`config.mk`:
```
export PLATFORM = sky130hd
export DESIGN_NAME = link_controller
export DESIGN_NICKNAME = d
export VERILOG_FILES = /design/src/link_controller_pkg.sv /design/src/link_controller.sv
export SDC_FILE = /design/constraint.sdc
export NUM_CORES = 1
export LEC_CHECK = 0
export BUFFER_PORTS_ARGS = -buffer_cell sky130_fd_sc_hd__buf_2
export CELL_PAD_IN_SITES_DETAIL_PLACEMENT = 1
export CELL_PAD_IN_SITES_GLOBAL_PLACEMENT = 2
export CORE_ASPECT_RATIO = 0.5
export CORE_MARGIN = 4
export CORE_UTILIZATION = 41
export CTS_CLUSTER_DIAMETER = 120
export DETAILED_ROUTE_END_ITERATION = 12
export PLACE_DENSITY_LB_ADDON = 0.1
export SYNTH_ARGS = -nofsm -noshare
export SYNTH_HDL_FRONTEND = slang
export SYNTH_SLANG_ARGS = --single-unit
```
`constraint.sdc`:
```
create_clock -name clk -period 3.3 [get_ports clk]
set_input_delay 0.825 -clock clk [delete_from_list [all_inputs] [get_ports clk]]
set_output_delay 0.825 -clock clk [all_outputs]
set_load 0.03 [all_outputs]
```
`src/link_controller_pkg.sv`:
```
package link_controller_pkg;
    localparam logic [7:0] FLAG_PATTERN = 8'h7E;
    localparam logic [7:0] ABORT_PATTERN = 8'h7F;
    localparam logic [7:0] MARK_IDLE = 8'hFF;
    localparam logic [7:0] CMP_RST = 8'h00;
    localparam logic [7:0] CMP_FOUR_FIRST_RST = 8'hFE;
    localparam logic [7:0] CMP_FOUR_SECOND_RST = 8'hFF;
    localparam logic [7:0] CR_IGNORE_MASK = 8'hFD;
    localparam logic [7:0] CMP_ALL_MASK = 8'hFF;
    localparam logic [15:0] PRNG_RST = 16'h0000;
    localparam logic [2:0] STUFF_RUN = 3'h5;
    localparam logic [2:0] FLAG_RUN = 3'h6;
    localparam logic [2:0] MAX_RUN = 3'h7;
    localparam logic [2:0] LAST_BIT = 3'h7;
    localparam int MODE1_EN_LSB = 4;
    localparam int MODE4_FILL_BIT = 4;
    localparam int MODE4_SEL_BIT = 5;
    localparam int MODE4_CR_BIT = 6;
    localparam int MODE4_SECOND_BIT = 7;
    localparam int EA_BIT = 0;
    localparam int ERR_ABORT_BIT = 0;
    localparam logic [1:0] ADDR_ONE = 2'h1;
    localparam logic [1:0] ADDR_TWO = 2'h2;
    localparam logic [1:0] ADDR_LONG = 2'h3;
    typedef enum logic [1:0] {RX_HUNT, RX_FRAME, RX_DROP} rx_state_e;
    typedef enum logic [2:0] {TX_IDLE, TX_OPEN, TX_DATA, TX_CLOSE, TX_ABORT}
        tx_state_e;
endpackage : link_controller_pkg

```
`src/link_controller.sv`:
```
`timescale 1ns/1ps
module link_controller
    import link_controller_pkg::*;
#(
    parameter int TX_DEPTH = 16
)(
    input wire logic clk,
    input wire logic rst,
    input wire logic clk_en,
    input wire logic prng_rd_lo,
    input wire logic prng_rd_hi,
    input wire logic prng_wr_lo,
    input wire logic prng_wr_hi,
    input wire logic [7:0] prng_wdata,
    output logic [15:0] prng_value,
    input wire logic [7:0] link_mode_reg_one,
    input wire logic [7:0] link_mode_reg_four,
    input wire logic [7:0] error_mask_reg,
    input wire logic addr_int_en,
    input wire logic cmp_wr,
    input wire logic cmp_second_sel,
    input wire logic [1:0] cmp_index,
    input wire logic [7:0] cmp_wdata,
    input wire logic rx_abort_cmd,
    input wire logic tx_abort_level,
    input wire logic rx_bit_valid,
    input wire logic rx_bit,
    output logic rx_in_progress,
    output logic rx_end_pulse,
    output logic addr_event,
    output logic [1:0] addr_len,
    output logic rx_out_valid,
    input wire logic rx_out_ready,
    output logic [7:0] rx_out_data,
    output logic rx_out_last,
    output logic rx_out_abort,
    input wire logic [7:0] err_clr,
    output logic [7:0] receive_error_register,
    output logic error_irq,
    input wire logic tx_in_valid,
    output logic tx_in_ready,
    input wire logic [7:0] tx_in_data,
    input wire logic tx_in_last,
    input wire logic tx_in_fcs,
    input wire logic tx_bit_req,
    output logic tx_bit,
    input wire logic echo_valid,
    input wire logic echo_bit,
    output logic tx_abort_status
);
    localparam int AW = $clog2(TX_DEPTH);
    logic [15:0] prng_q;
    logic prng_run_q;
    logic prng_fb;
    logic prng_rd;
    assign prng_rd = prng_rd_lo | prng_rd_hi;
    assign prng_fb = ~(prng_q[15] ^ prng_q[14] ^ prng_q[12] ^ prng_q[3]);
    assign prng_value = prng_q;

    always_ff @(posedge clk)
    begin
        if (rst)
        begin
            prng_q <= PRNG_RST;
            prng_run_q <= 1'b1;
        end
        else if (clk_en)
        begin
            if (prng_wr_lo)
            begin
                prng_q[7:0] <= prng_wdata;
                prng_run_q <= ~prng_rd;
            end
            else if (prng_wr_hi)
            begin
                prng_q[15:8] <= prng_wdata;
                prng_run_q <= 1'b0;
            end
            else if (prng_rd)
                prng_run_q <= 1'b0;
            else if (prng_run_q)
                prng_q <= {prng_q[14:0], prng_fb};
        end
    end

    // address compare values
    logic [7:0] fcmp_q [4];
    logic [7:0] scmp_q [4];
    always_ff @(posedge clk)
    begin
        if (rst)
        begin
            for (int i = 0; i < 3; i++)
            begin
                fcmp_q[i] <= CMP_RST;
                scmp_q[i] <= CMP_RST;
            end
            fcmp_q[3] <= CMP_FOUR_FIRST_RST;
            scmp_q[3] <= CMP_FOUR_SECOND_RST;
        end
        else if (clk_en && cmp_wr)
        begin
            if (cmp_second_sel)
                scmp_q[cmp_index] <= cmp_wdata;
            else
                fcmp_q[cmp_index] <= cmp_wdata;
        end
    end

    // receive bit engine
    rx_state_e rx_state_q;
    logic [2:0] rones_q;
    logic [2:0] rnb_q;
    logic [7:0] rsh_q;
    logic [7:0] hold_q;
    logic hold_v_q;
    logic [1:0] nbytes_q;
    logic [7:0] first_q;
    logic rx_go, is_flag, is_abort, is_stuff, byte_done;
    logic [7:0] new_byte;
    logic [7:0] cr_mask;
    logic [3:0] ent_en;
    logic recog_en, hit, addr_ok, decide;
    logic push_v, push_last, push_abort, fifo_ready;
    assign rx_go = clk_en & rx_bit_valid;
    assign is_flag = rx_go & ~rx_bit & (rones_q == FLAG_RUN);
    assign is_abort = rx_go & rx_bit & (rones_q == FLAG_RUN);
    assign is_stuff = ~rx_bit & (rones_q == STUFF_RUN);
    assign byte_done = rx_go & ~is_flag & ~is_abort & ~is_stuff
        & (rnb_q == LAST_BIT);
    assign new_byte = {rx_bit, rsh_q[7:1]};
    assign ent_en = link_mode_reg_one[MODE1_EN_LSB +: 4];
    assign recog_en = |ent_en;
    assign cr_mask = link_mode_reg_four[MODE4_CR_BIT] ? CMP_ALL_MASK
        : CR_IGNORE_MASK;
    assign decide = byte_done & (rx_state_q == RX_FRAME)
        & (nbytes_q == ADDR_ONE);

    always_comb
    begin
        hit = 1'b0;
        for (int i = 0; i < 4; i++)
        begin
            if (ent_en[i])
            begin
                if (!link_mode_reg_four[MODE4_SEL_BIT])
                    hit = hit | ((((first_q ^ fcmp_q[i]) & cr_mask) == CMP_RST)
                        & (new_byte == scmp_q[i]));
                else if (link_mode_reg_four[MODE4_SECOND_BIT])
                    hit = hit | (new_byte == scmp_q[i]);
                else
                    hit = hit
                        | (((first_q ^ fcmp_q[i]) & cr_mask) == CMP_RST);
            end
        end
    end
    assign addr_ok = ~recog_en | hit;

    // one byte is held back so the closing flag can mark the last one
    always_comb
    begin
        push_v = 1'b0;
        push_last = 1'b0;
        push_abort = 1'b0;
        if (rx_state_q == RX_FRAME && hold_v_q)
        begin
            if (is_abort || (clk_en && rx_abort_cmd))
            begin
                push_v = 1'b1;
                push_last = 1'b1;
                push_abort = 1'b1;
            end
            else if (is_flag)
            begin
                push_v = 1'b1;
                push_last = 1'b1;
            end
            else if (byte_done)
                push_v = (nbytes_q != ADDR_ONE) | addr_ok;
        end
    end

    always_ff @(posedge clk)
    begin
        if (rst)
            rones_q <= '0;
        else if (rx_go)
            rones_q <= !rx_bit ? 3'h0 : (rones_q == MAX_RUN) ? MAX_RUN
                : rones_q + 3'h1;
    end

    always_ff @(posedge clk)
    begin
        if (rst)
        begin
            rx_state_q <= RX_HUNT;
            rnb_q <= '0;
            rsh_q <= '0;
            hold_q <= '0;
            hold_v_q <= 1'b0;
            nbytes_q <= '0;
            first_q <= '0;
            rx_in_progress <= 1'b0;
            rx_end_pulse <= 1'b0;
            addr_event <= 1'b0;
            addr_len <= '0;
        end
        else if (clk_en)
        begin
            rx_end_pulse <= 1'b0;
            addr_event <= 1'b0;
            if (rx_abort_cmd || is_abort)
            begin
                rx_state_q <= RX_HUNT;
                rx_in_progress <= 1'b0;
                rx_end_pulse <= (rx_state_q != RX_HUNT);
                hold_v_q <= 1'b0;
            end
            else if (is_flag)
            begin
                rx_state_q <= RX_FRAME;
                rx_end_pulse <= (rx_state_q != RX_HUNT) && rx_in_progress;
                rx_in_progress <= 1'b0;
                rnb_q <= '0;
                nbytes_q <= '0;
                hold_v_q <= 1'b0;
            end
            else if (rx_go && !is_stuff && rx_state_q != RX_HUNT)
            begin
                rsh_q <= new_byte;
                rnb_q <= rnb_q + 3'h1;
                if (byte_done)
                begin
                    hold_q <= new_byte;
                    hold_v_q <= 1'b1;
                    if (nbytes_q != ADDR_TWO)
                        nbytes_q <= nbytes_q + 2'h1;
                    if (nbytes_q == '0)
                    begin
                        first_q <= new_byte;
                        rx_in_progress <= 1'b1;
                        addr_len <= new_byte[EA_BIT] ? ADDR_ONE : ADDR_TWO;
                    end
                    if (decide)
                    begin
                        if (!first_q[EA_BIT] && !new_byte[EA_BIT])
                            addr_len <= ADDR_LONG;
                        if (!addr_ok)
                            rx_state_q <= RX_DROP;
                        addr_event <= addr_ok && addr_int_en;
                    end
                end
            end
        end
    end

    // two-entry buffer toward the processor
    logic [9:0] fifo_q [2];
    logic fwp_q, frp_q;
    logic [1:0] fcnt_q;
    logic fpush, fpop;
    assign fifo_ready = (fcnt_q != 2'h2);
    assign fpush = clk_en & push_v & fifo_ready;
    assign fpop = clk_en & rx_out_valid & rx_out_ready;
    assign rx_out_valid = (fcnt_q != 2'h0);
    assign {rx_out_abort, rx_out_last, rx_out_data} = fifo_q[frp_q];

    always_ff @(posedge clk)
    begin
        if (rst)
        begin
            fifo_q[0] <= '0;
            fifo_q[1] <= '0;
            fwp_q <= 1'b0;
            frp_q <= 1'b0;
            fcnt_q <= '0;
        end
        else
        begin
            if (fpush)
            begin
                fifo_q[fwp_q] <= {push_abort, push_last, hold_q};
                fwp_q <= ~fwp_q;
            end
            if (fpop)
                frp_q <= ~frp_q;
            fcnt_q <= fcnt_q + {1'b0, fpush} - {1'b0, fpop};
        end
    end

    always_ff @(posedge clk)
    begin
        if (rst)
            receive_error_register <= '0;
        else if (clk_en)
        begin
            receive_error_register <= receive_error_register & ~err_clr;
            if (fpop && rx_out_last && rx_out_abort)
                receive_error_register[ERR_ABORT_BIT] <= 1'b1;
        end
    end
    assign error_irq = |(receive_error_register & error_mask_reg);

    // transmit frame store, kept until sent or aborted so a collision can resend it
    logic [8:0] tmem_q [TX_DEPTH];
    logic [AW:0] twp_q;
    logic [AW:0] trp_q;
    logic frame_rdy_q;
    tx_state_e tx_state_q;
    logic [2:0] tidx_q;
    logic [2:0] tones_q;
    logic [8:0] tcur_q;
    logic tx_go, tx_release, stuff_now, data_bit, collide;
    logic [7:0] pat;
    localparam logic [AW:0] TX_FULL = (AW+1)'(TX_DEPTH);
    assign tx_in_ready = ~frame_rdy_q & (twp_q != TX_FULL);
    assign tx_go = clk_en & tx_bit_req;
    assign stuff_now = (tones_q == STUFF_RUN);
    assign data_bit = tcur_q[8] ? tcur_q[3'h7 - tidx_q]
        : tcur_q[tidx_q];
    assign collide = clk_en & echo_valid & (echo_bit != tx_bit)
        & (tx_state_q != TX_IDLE) & (tx_state_q != TX_ABORT);
    assign tx_release = tx_go & (tidx_q == LAST_BIT)
        & (((tx_state_q == TX_CLOSE))
        | ((tx_state_q == TX_ABORT) & ~tx_abort_level));

    always_comb
    begin
        pat = MARK_IDLE;
        unique case (tx_state_q)
            TX_IDLE: pat = link_mode_reg_four[MODE4_FILL_BIT] ? FLAG_PATTERN
                : MARK_IDLE;
            TX_ABORT: pat = ABORT_PATTERN;
            TX_OPEN, TX_CLOSE: pat = FLAG_PATTERN;
            TX_DATA: pat = MARK_IDLE;
        endcase
    end

    always_ff @(posedge clk)
    begin
        if (rst)
        begin
            twp_q <= '0;
            frame_rdy_q <= 1'b0;
            for (int i = 0; i < TX_DEPTH; i++)
                tmem_q[i] <= '0;
        end
        else if (clk_en)
        begin
            if (tx_release)
            begin
                twp_q <= '0;
                frame_rdy_q <= 1'b0;
            end
            else if (tx_in_valid && tx_in_ready)
            begin
                tmem_q[twp_q[AW-1:0]] <= {tx_in_fcs, tx_in_data};
                twp_q <= twp_q + 1'b1;
                frame_rdy_q <= tx_in_last;
            end
        end
    end

    always_ff @(posedge clk)
    begin
        if (rst)
        begin
            tx_state_q <= TX_IDLE;
            tidx_q <= '0;
            tones_q <= '0;
            tcur_q <= '0;
            trp_q <= '0;
            tx_bit <= 1'b1;
            tx_abort_status <= 1'b0;
        end
        else if (clk_en)
        begin
            tx_abort_status <= 1'b0;
            if (tx_abort_level && tx_state_q != TX_ABORT)
            begin
                tx_state_q <= TX_ABORT;
                tidx_q <= '0;
            end
            else if (collide)
            begin
                tx_state_q <= TX_OPEN;
                tidx_q <= '0;
                trp_q <= '0;
            end
            else if (tx_go && tx_state_q == TX_DATA && stuff_now)
            begin
                tx_bit <= 1'b0;
                tones_q <= '0;
            end
            else if (tx_go)
            begin
                tidx_q <= tidx_q + 3'h1;
                if (tx_state_q == TX_DATA)
                begin
                    tx_bit <= data_bit;
                    tones_q <= data_bit ? tones_q + 3'h1 : 3'h0;
                end
                else
                begin
                    tx_bit <= pat[tidx_q];
                    tones_q <= '0;
                end
                if (tidx_q == LAST_BIT)
                begin
                    unique case (tx_state_q)
                        TX_IDLE:
                            if (frame_rdy_q)
                            begin
                                tx_state_q <= TX_OPEN;
                                trp_q <= '0;
                            end
                        TX_OPEN, TX_DATA:
                            if (trp_q == twp_q)
                                tx_state_q <= TX_CLOSE;
                            else
                            begin
                                tx_state_q <= TX_DATA;
                                tcur_q <= tmem_q[trp_q[AW-1:0]];
                                trp_q <= trp_q + 1'b1;
                            end
                        TX_CLOSE: tx_state_q <= TX_IDLE;
                        TX_ABORT:
                        begin
                            tx_abort_status <= 1'b1;
                            if (!tx_abort_level)
                                tx_state_q <= TX_IDLE;
                        end
                    endcase
                end
            end
        end
    end

    chk_prng_reset_clear: assert property (
        @(posedge clk) !rst && $past(rst) |-> prng_value == PRNG_RST)
        else $error("counter not cleared at reset release");
    chk_prng_read_halt: assert property (
        @(posedge clk) disable iff (rst)
        clk_en && prng_rd && !prng_wr_lo |=> !clk_en || $stable(prng_value))
        else $error("counter moved after a read");
    chk_prng_lo_load: assert property (
        @(posedge clk) disable iff (rst)
        clk_en && prng_wr_lo && !prng_rd
        |=> prng_value[7:0] == $past(prng_wdata) && prng_run_q)
        else $error("low byte write did not load and run");
    chk_prng_runs_free: assert property (
        @(posedge clk) disable iff (rst)
        clk_en && prng_run_q && !prng_rd && !prng_wr_lo && !prng_wr_hi
        |=> prng_value != $past(prng_value))
        else $error("running counter did not step");
    chk_rx_abort_end: assert property (
        @(posedge clk) disable iff (rst)
        is_abort && rx_state_q != RX_HUNT |=> rx_end_pulse && !rx_in_progress)
        else $error("seven ones did not end the frame");
    chk_abort_err_read: assert property (
        @(posedge clk) disable iff (rst)
        fpop && rx_out_last && rx_out_abort
        |=> receive_error_register[ERR_ABORT_BIT])
        else $error("abort error bit not set on last byte read");
    chk_rx_cmd_abort: assert property (
        @(posedge clk) disable iff (rst)
        clk_en && rx_abort_cmd |=> rx_state_q == RX_HUNT)
        else $error("receive abort command ignored");
    chk_tx_abort_zero: assert property (
        @(posedge clk) disable iff (rst)
        tx_abort_status |-> !tx_bit && $past(tx_bit))
        else $error("abort pattern not closed by a zero");
    chk_tx_zero_stuff: assert property (
        @(posedge clk) disable iff (rst)
        tx_go && tx_state_q == TX_DATA && stuff_now && !collide
        && !tx_abort_level |=> !tx_bit)
        else $error("no zero after five ones");
    chk_mark_idle: assert property (
        @(posedge clk) disable iff (rst)
        tx_go && tx_state_q == TX_IDLE && !tx_abort_level
        && !link_mode_reg_four[MODE4_FILL_BIT] |=> tx_bit)
        else $error("mark idle sent a zero");
endmodule : link_controller

```
## Word-level counts from Yosys, hierarchy flattened

Memories as Yosys holds them, arrays and structs flattened. A register that Yosys moved wholly into a read port is not among the register bits.
Cells that the tools add are included.

- Register bits after elaboration: 91
- Bits in writable memories: 228
- Input port bits: 79
- Output and inout bits: 44
- Logic and storage cells: 363
- Memories: 4

Memory list:

| name | depth | width | read ports | clocked after memory_dff | wr ports | line | source |
|---|---|---|---|---|---|---|---|
| tmem_q | 16 | 9 | 1 | 1 | 16 | link_controller.sv:305 | `logic [8:0] tmem_q [TX_DEPTH];` |
| fcmp_q | 4 | 8 | 4 | 0 | 4 | link_controller.sv:87 | `logic [7:0] fcmp_q [4];` |
| scmp_q | 4 | 8 | 4 | 0 | 4 | link_controller.sv:88 | `logic [7:0] scmp_q [4];` |
| fifo_q | 2 | 10 | 1 | 1 | 2 | link_controller.sv:258 | `logic [9:0] fifo_q [2];` |

- Add/subtract/negate cells: 10
- Magnitude comparators: 3
- Equality and inequality tests: 33
- Multiplexer cells: 143
- Bitwise logic cells: 73
- Reductions and logical operators: 70

Operators with widths:

| operator | count |
|---|---|
| $mux 1 | 82 |
| $mux 3 | 19 |
| $and 8x8->8 | 6 |
| $mux 8 | 6 |
| $mux 5 | 8 |
| $mux 2 | 17 |
| $eq 8x8->1 | 4 |
| $logic_not 8->1 | 4 |
| $mux 16 | 2 |
| $pmux 8 s4 | 1 |
| $xor 8x8->8 | 4 |
| $and 1x1->1 | 29 |
| $reduce_bool 3->1 | 9 |
| $reduce_or 8->1 | 3 |
| $reduce_bool 2->1 | 11 |
| $eq 3x3->1 const B | 7 |
| $reduce_and 4->1 | 5 |
| $not 1->1 | 17 |
| $reduce_and 8->1 | 2 |
| $reduce_and 5->1 | 3 |
| $logic_and 1x1->1 | 14 |
| $or 1x1->1 | 13 |
| $add 3x1->3 const B | 4 |
| $ne 2x2->1 const B | 6 |
| 37 further kinds | 56 |

## Longest topological paths before layout

Gate-level depths: netlist (run 1).
An unclocked memory read counts as a cell.

- Depth after elaboration: 32
- Mapped depth: 14

## Worst setup path after synthesis (run 1)

Ideal clock, no wire load.

- Path kind: in2reg
- From: in rx_bit
- To: reg fcnt_q[1]
- Setup time: 0.128 ns
- Arrival time: 2.937 ns
- Slack: 0.235 ns
- Stages on the path: 13
- Buffers on the path: 1
- Path through: buf_2 xor2_1 nor4_1 nand2_1 a2111o_1 nand4_2 o31ai_1 ha_1 inv_1 ha_1 xor2_1 xnor2_1 nor2_1

- Longest elaborated chain between the ends: 26
- Elaborated cells on any way between the ends: 53
- Those cells by class: 2 x add/sub; 4 x eq/ne; 16 x mux; 30 x bitwise; 1 x reduce/logical

RTL lines:

| what | line | source |
|---|---|---|
| from (decl) | link_controller.sv:27 | `input wire logic rx_bit,` |
| $eq 8x8->1 | link_controller.sv:148, link_controller.sv:150 |  |
| $and 1x1->1 or $mux 1 (tied branches) | link_controller.sv:148, link_controller.sv:149 |  |
| $mux 1 | link_controller.sv:146 | `if (!link_mode_reg_four[MODE4_SEL_BIT])` |
| $mux 1 | link_controller.sv:144 | `if (ent_en[i])` |
| $or 1x1->1, on equally long branches | link_controller.sv:153, link_controller.sv:150 |  |
| $mux 1 | link_controller.sv:149 | `else if (link_mode_reg_four[MODE4_SECOND_BIT])` |
| $mux 1 | link_controller.sv:146 |  |
| $mux 1 | link_controller.sv:144 |  |
| [9 not listed] | -- |  |
| $or 1x1->1 | link_controller.sv:179 | `push_v = (nbytes_q != ADDR_ONE) \| addr_ok;` |
| $mux 1 | link_controller.sv:178 | `else if (byte_done)` |
| $mux 1 | link_controller.sv:173 | `else if (is_flag)` |
| $mux 1 * | link_controller.sv:167 | `if (is_abort \|\| (clk_en && rx_abort_cmd))` |
| $mux 1 * | link_controller.sv:165 | `if (rx_state_q == RX_FRAME && hold_v_q)` |
| $and 1x1->1 * (2 in series) | link_controller.sv:263 | `assign fpush = clk_en & push_v & fifo_ready;` |
| $add 2x1->2 * | link_controller.sv:287 | `fcnt_q <= fcnt_q + {1'b0, fpush} - {1'b0, fpop};` |
| $sub 2x1->2 * | link_controller.sv:287 |  |
| to (signal assigned) | link_controller.sv:287 |  |
| to (decl) | link_controller.sv:260 | `logic [1:0] fcnt_q;` |

Every way passes the cells marked *; elsewhere a longest branch is shown, timed or not.
A chain may end at the register's enable or synchronous reset.

==> summary.md, run 1 <==
| Metric | Value |
|---|---|
| Status | finished, final reports clean |
| Finish-stage setup viols | 0 |
| Slew of the pin with the lowest slew margin | ~900 ps |
| Adder-Cell Fraction of Synth Area | 1.58% |
| Syn. warnings | 0 |
| Synthesized area | 0.0157 sq mm |
| Fraction of synthesized cell area in xor and xnor cells | 4.53% |
| Vias | between 10k and 15k |
| Synth Area in Simple Gates | 18.4% |
| DRT Pass-1 Iters | 5 |
| Clock slew at reported path FFs | 60 ps |
| Die height | 146 um |
| Max-Cap Viols | 0 |
| Root buffer cell | clkbuf_16 |
| Number of inserted diodes | 0 |
| Area after DPL | 0.0169 sq mm |
| Synthesized netlist net count | 1407 |
| Largest net degree at the start of global routing | 80 |
| Leakage Power | 7.32 nW |
| Initial DRC count | 743 |
| Clk_lat worst skew | 540 ps |
| Met2 GRT Util | 37.4% |
| Post-synth top area share | about 44% |
| First-pass GRT wire length | 67600 um |
| Min-Delay Endpoint | tx_abort_status$_SDFFE_PP0P_ |
| Fraction of registers with async set/reset | 0% |
| Post-synth EDFFs | 228 |
| Area grow syn2layout | 15.4% |
| Final Skew | around 24 ps |
| Sink Count | 328 |
| Fraction of layout cells with a size suffix above 1 | 21.9% |
| Core area | 0.0375 sq mm |
| Pwr/cell area | around 510 mW/mm^2 |
| Initial antenna violation count | 0 |
| Synth area leader | edfxtp_1 |
| Critical R2R Launch | tidx_q[0]$_SDFFE_PP0P_ |
| Die Span X | 284 um |
| R2r setup slk | 430 ps |
| Port bufs | 114 |
| Setup Fix Bufs, Post-CTS | 0 |
| Pins Over Slew Limit | 0 |
| Peak supply drop | 347 uV |
| Post-synthesis cell type count | 67 |
| Final wirelength | 43000 um |
| Min Clock Period, post-route | 2870 ps |
| Critical Path Source Type | flip-flop |
| Setup CP Type | flip-flop to flip-flop |
| Hold depth | 2 |
| Final GP Congestion | 0.776 |
| TritonCTS Buffers | 34 |
| R2r endpoint | tmem_q[4][0]$_SDFFCE_PN0P_ |
| Top area cells in the synthesized netlist | edfxtp_1 44%, dfxtp_1 13%, mux4_2 7.2% |
| Worst setup EP type | flip-flop |
| DP Wirelength | ~29000 um |
| Design Area, Final | 0.0181 sq mm |
| Final Hold Viols | 0 |
| CTS tree | built |
| # IOs | 123 |
| RSZ-0062 raised after global routing | no |
| Dominant synthesized flop cell | edfxtp_1 |
| Vias in the first global route | 11.6k |
| Post-synthesis mux area share | around 10% |
| CTS Hold Bufs | 0 |
| Resized cells post-CTS | 0 |
| Clk buf depth | 3 |
| Via-to-Cell Ratio | 5.48 |
| Crit Path Max Fanout | 11 |
| Hold path startpoint | tx_abort_status$_SDFFE_PP0P_ |
| Routed Antenna Nets | 0 |
| R2r worst-path depth | 8 |
| Sum Neg Setup Slack | 0 ps |
| Site row count | 50 |
| HP Class | flip-flop to flip-flop |
| Gr usage total | 20.7% |
| Starting Density | 41.7% |
| Avg WL per Cell | 22.1 um |
| Final worst path period share | 87.0% |
| Relative slew slack | between 40% and 50% |
| CTS HTree Levels | 2 |
| Compound-Gate Fraction of Synth Area | 5.53% |
| Met1 Usage GRT | a little over a quarter |
| Post-Syn Instances | 1309 |
| Final hold slack | 461 ps |
| Die Area | 0.0416 sq mm |
| Worst EP arrival | 3110 ps |
| Average cell area after synthesis | 12.0 sq um |
| Req. time, crit path | about 3500 ps |
| Global route total overflow | 0 |
| Grt met3 use | around 3% |
| Largest family of logic cells by synthesized area | simple AND/OR/NAND/NOR gates |
| Peak Freq | roughly 350 MHz |
| Residual DRC | 0 |
| Sequential fraction of the synthesis area | 56.5% |
| Yosys reg bits | ~330 |
| Nets@finish | 1523 |
| GRT busiest layer | met2 |
[metrics by stage]
step	instances	setup WS (ps)	total power, mW	utilization [%]
global placement	1883	43.8	5.27	45.1
CTS	1945	395	9.34	48.1
finish	1945	430	9.23	48.1
floorplan	1309	235	5.01	-
detailed placement	1883	-31.3	5.29	45.1
global route	1945	209	9.59	48.1
[cell type report]
type	count	area (sq um)
fillers	3939	19500
flip-flops and latches	328	8850
multi-input cells	858	6270
repair buffers	181	1100
clock buffers	43	926
well taps	494	618
clock inverters	19	215
inverters	22	82.6
[cells in the mapped netlist, types with 9 or more instances]
library cell,instances
a211oi_1,20
a21oi_1,46
and2_1,78
and3_1,147
buf_2,33
clkbuf_1,60
dfxtp_1,100
edfxtp_1,228
ha_1,19
inv_1,22
mux2_2,10
mux2i_1,32
mux4_2,50
nand2_1,101
nand2b_1,16
nand3_1,27
nand4_1,17
nor2_1,86
nor3_1,18
o21ai_0,16
o21ai_1,9
or2_2,11
xnor2_1,46
xor2_1,35
[state kept, by name, indices dropped and copies added, names as in the netlist, 8 cells and up, named ones only]
signal / cells
hold_q: 8
scmp_q: 32
fifo_q: 20
fcmp_q: 32
tcur_q: 9
tmem_q: 144
prng_value: 16
receive_error_register: 8
first_q: 8
[worst max-delay path by stage]
| stage | to | from | depth (start not counted) |
|---|---|---|---|
| detailed placement | fcnt_q[1]$_SDFF_PP0_ | rx_bit | 13 |
| global route | fcnt_q[1]$_SDFF_PP0_ | rones_q[0]$_SDFFE_PP0P_ | 12 |
| global placement | fcnt_q[1]$_SDFF_PP0_ | rx_bit | 13 |
| finish | tmem_q[4][0]$_SDFFCE_PN0P_ | tidx_q[0]$_SDFFE_PP0P_ | 8 |
| CTS | tmem_q[4][0]$_SDFFCE_PN0P_ | tidx_q[0]$_SDFFE_PP0P_ | 8 |
| floorplan | fcnt_q[1]$_SDFF_PP0_ | rx_bit | 13 |
[worst max-delay path, stage by stage (launching register included)]
cell	delay [ps]
dfxtp_1	420
ha_1	260
ha_1	240
and4_1	240
or2_1	390
nor3b_2	460
nand2_1	120
nand2_1	230
buf_4	220
[layout by cell type (no fill, tap or decap), types with 3 or more instances in the layout]
cell	instances
and2_1	78
mux2i_1	32
clkinv_1	4
dfxtp_1	98
a211oi_1	20
edfxtp_1	228
and3_1	147
buf_2	113
ha_1	19
xor2_1	35
or2_2	11
nand3_1	27
clkbuf_1	6
o21ai_0	16
a31oi_1	5
o21ai_1	9
nand4_1	17
nor2_1	86
nand2_1	101
nand2b_1	16
o211ai_1	3
inv_1	22
nor2b_1	3
mux2_2	10
xnor2_1	46
mux4_2	50
nor4_1	5
bufinv_16	4
a311oi_1	4
nor3_1	18
a22oi_1	8
clkinv_2	7
clkbuf_16	35
buf_4	66
a21oi_1	46
[cell families (layout without fill, tap and decap cells)]
| family | after synthesis | count (layout) |
|---|---|---|
| AND/OR/NAND/NOR | 530 | 530 |
| flip-flops | 328 | 328 |
| AO/OA/AOI/OAI | 135 | 135 |
| buffers and inverters | 123 | 265 |
| multiplexers | 92 | 92 |
| XOR/XNOR | 81 | 81 |
| adder cells (fa/ha/maj) | 20 | 20 |
[layer usage]
layer | share of wire [%] | wire [um]
met1 | 44 | 18800
met2 | 51 | 21900
met3 | 3.6 | 1540
met4 | 1.7 | 723
met5 | 0 | 0
[where the power goes]
group	switching, mW	total, mW	internal (mW)
Combinational	0.390	0.597	0.207
Sequential	0.0660	4.60	4.53
Clock	1.71	4.03	2.33
Note: power is estimated with default switching activity, not from simulation.
==> run 2, diff against run 1 <==
Settings changed: CORE_UTILIZATION 41 to 40.
==> summary.md, run 2 (synthesis results as in run 1) <==
| Metric | Value |
|---|---|
| Pins Over Slew Limit | 0 |
| Leading cell type in the layout, fill and taps excluded | edfxtp_1 |
| Crit-path leading delay family | simple AND/OR/NAND/NOR gates |
| Fin util | 48.0% |
| Setup CP Type | flip-flop to flip-flop |
| CP max stage cell | dfxtp_1 |
| Die Span X | 288 um |
| WP buf/inv | 1 |
| DP Wirelength | between 20000 and 30000 um |
| Design Area, Final | 0.0182 sq mm |
| Largest register FFs | 144 |
| Area grow syn2layout | 16.5% |
| Worst setup EP type | flip-flop |
| Clk_lat worst skew | 530 ps |
| Initial antenna violation count | 0 |
| TritonCTS Buffers | 34 |
| Vias in the first global route | 11.5k |
| Slew of the pin with the lowest slew margin | 832 ps |
| Root buffer cell | clkbuf_16 |
| Most frequent cells in the layout | 228 x edfxtp_1, 147 x and3_1, 113 x buf_2 |
| Final wirelength | approximately 42000 um |
| CTS Hold Bufs | 0 |
| R2r worst-path depth | 12 |
| Pwr/cell area | 517 mW/mm^2 |
| Slowest Stage Delay on Critical Path | 540 ps |
| First-pass GRT wire length | 66400 um |
| Critical path depth | 12 |
| Number of inserted diodes | 0 |
| Peak Freq | between 300 and 400 MHz |
| Finish-stage setup viols | 0 |
| Nets@finish | 1530 |
| Max-Cap Viols | 0 |
| HP Class | flip-flop to flip-flop |
| Largest regs | tmem_q (144), fcmp_q (32), scmp_q (32) |
| Global route total overflow | 0 |
| Routed Antenna Nets | 0 |
| Clk buf depth | 3 |
| Peak supply drop | between 200 and 300 uV |
| Register name with the most flops | tmem_q |
| Via-to-Cell Ratio | around 5.4 |
| Port bufs | 114 |
| Fraction of layout cells with a size suffix above 1 | between 20% and 30% |
| Place WS | -47.8 ps |
| Final worst path period share | 88.0% |
| Area after DPL | 0.0170 sq mm |
| Worst EP arrival | 3300 ps |
| PnR worst setup slack | 395 ps |
| Clock slew at reported path FFs | about 70 ps |
| Final Hold Viols | 0 |
| Req. time, crit path | roughly 3700 ps |
| Site row count | 50 |
| Largest net degree at the start of global routing | 95 |
| Avg WL per Cell | 21.4 um |
| Initial DRC count | 760 |
| Residual DRC | 0 |
| DRT Pass-1 Iters | 4 |
| CTS HTree Levels | 2 |
| # IOs | between 100 and 150 |
| Core area | 0.0380 sq mm |
| Final Skew | around 23 ps |
| Final hold slack | 460 ps |
| CP Cell Sequence | xor2_1 -> nor4_1 -> nand2_1 -> a2111o_1 -> nand4_2 -> o31ai_1 -> ha_1 -> inv_1 -> ha_1 -> xor2_1 -> xnor2_1 -> nor2_1 |
| Leakage Power | 7.38 nW |
| CTS tree | built |
| Min Clock Period, post-route | approximately 2900 ps |
| Die height | between 100 and 150 um |
| RSZ-0062 raised after global routing | no |
| Resized cells post-CTS | 0 |
| Setup Fix Bufs, Post-CTS | 0 |
| Critical Path Source Type | flip-flop |
| Relative slew slack | roughly 44% |
| Crit Path Max Fanout | 5 |
| Final GP Congestion | slightly below 0.8 |
| Status | finished, final reports clean |
| Sink Count | 328 |
| Vias | 10.7k |
| Hold depth | 2 |
| Die Area | 0.0426 sq mm |
| Starting Density | 41.2% |
| Gr usage total | between 20% and 30% |
| Final Total Pwr | about 9.4 mW |
==> run 2: changes by cell type in the layout (fill, tap and decap cells not counted), moves of 2 or more <==
cell       before  now
buf_12          2    4
bufinv_16       4    6
clkinv_1        4    7
clkinv_2        7    2
clkbuf_16      35   37
buf_4          66   71
==> run 2: worst paths after layout <==
check | from | endpoint | slack (ps)
setup / recovery | rsh_q[2]$_SDFFE_PP0P_ | fcnt_q[1]$_SDFF_PP0_ | 400
hold / removal | tx_abort_status$_SDFFE_PP0P_ | tx_abort_status$_SDFFE_PP0P_ | 460
setup reg to reg | rsh_q[2]$_SDFFE_PP0P_ | fcnt_q[1]$_SDFF_PP0_ | 400
hold reg to reg | tx_abort_status$_SDFFE_PP0P_ | tx_abort_status$_SDFFE_PP0P_ | 460
==> run 2: report_power, final <==
part	total [mW]	switching [mW]	internal, mW
clock	4.22	1.67	2.56
sequential	4.60	0.0666	4.53
combinational	0.603	0.390	0.213
total	9.42	2.12	7.30
==> run 2: layout make-up <==
cell class | instances | area, sq um
clock inverters | 17 | 233
fillers | 4009 | 19700
multi-input cells | 858 | 6270
well taps | 520 | 651
repair buffers | 188 | 1180
flip-flops and latches | 328 | 8850
inverters | 22 | 82.6
clock buffers | 45 | 976
==> run 2: through the flow <==
step                      instances  TNS, ps
after global routing           1978        0
after detailed placement       1916    -47.8
after global placement         1916    -10.1
after floorplan                1309        0
after CTS                      1978        0
final                          1978        0
==> run 2: worst min-delay path: cells and delay by family (launching register included) <==
kind | cells | cell delay (ps)
compound gates | 1 | 50
flops | 1 | 310
simple gates | 1 | 60
==> run 2: per-layer routing <==
layer / up-vias / wire length (um) / share of wire (%) / global-route usage (%)
li1: 5025 / - / - / -
met1: 5467 / 19000 / 45 / 26.2
met2: 147 / 21200 / 50 / 35.4
met3: 44 / 1490 / 3.5 / 3.31
met4: 0 / 742 / 1.7 / 4.27
met5: - / 0 / 0 / 0
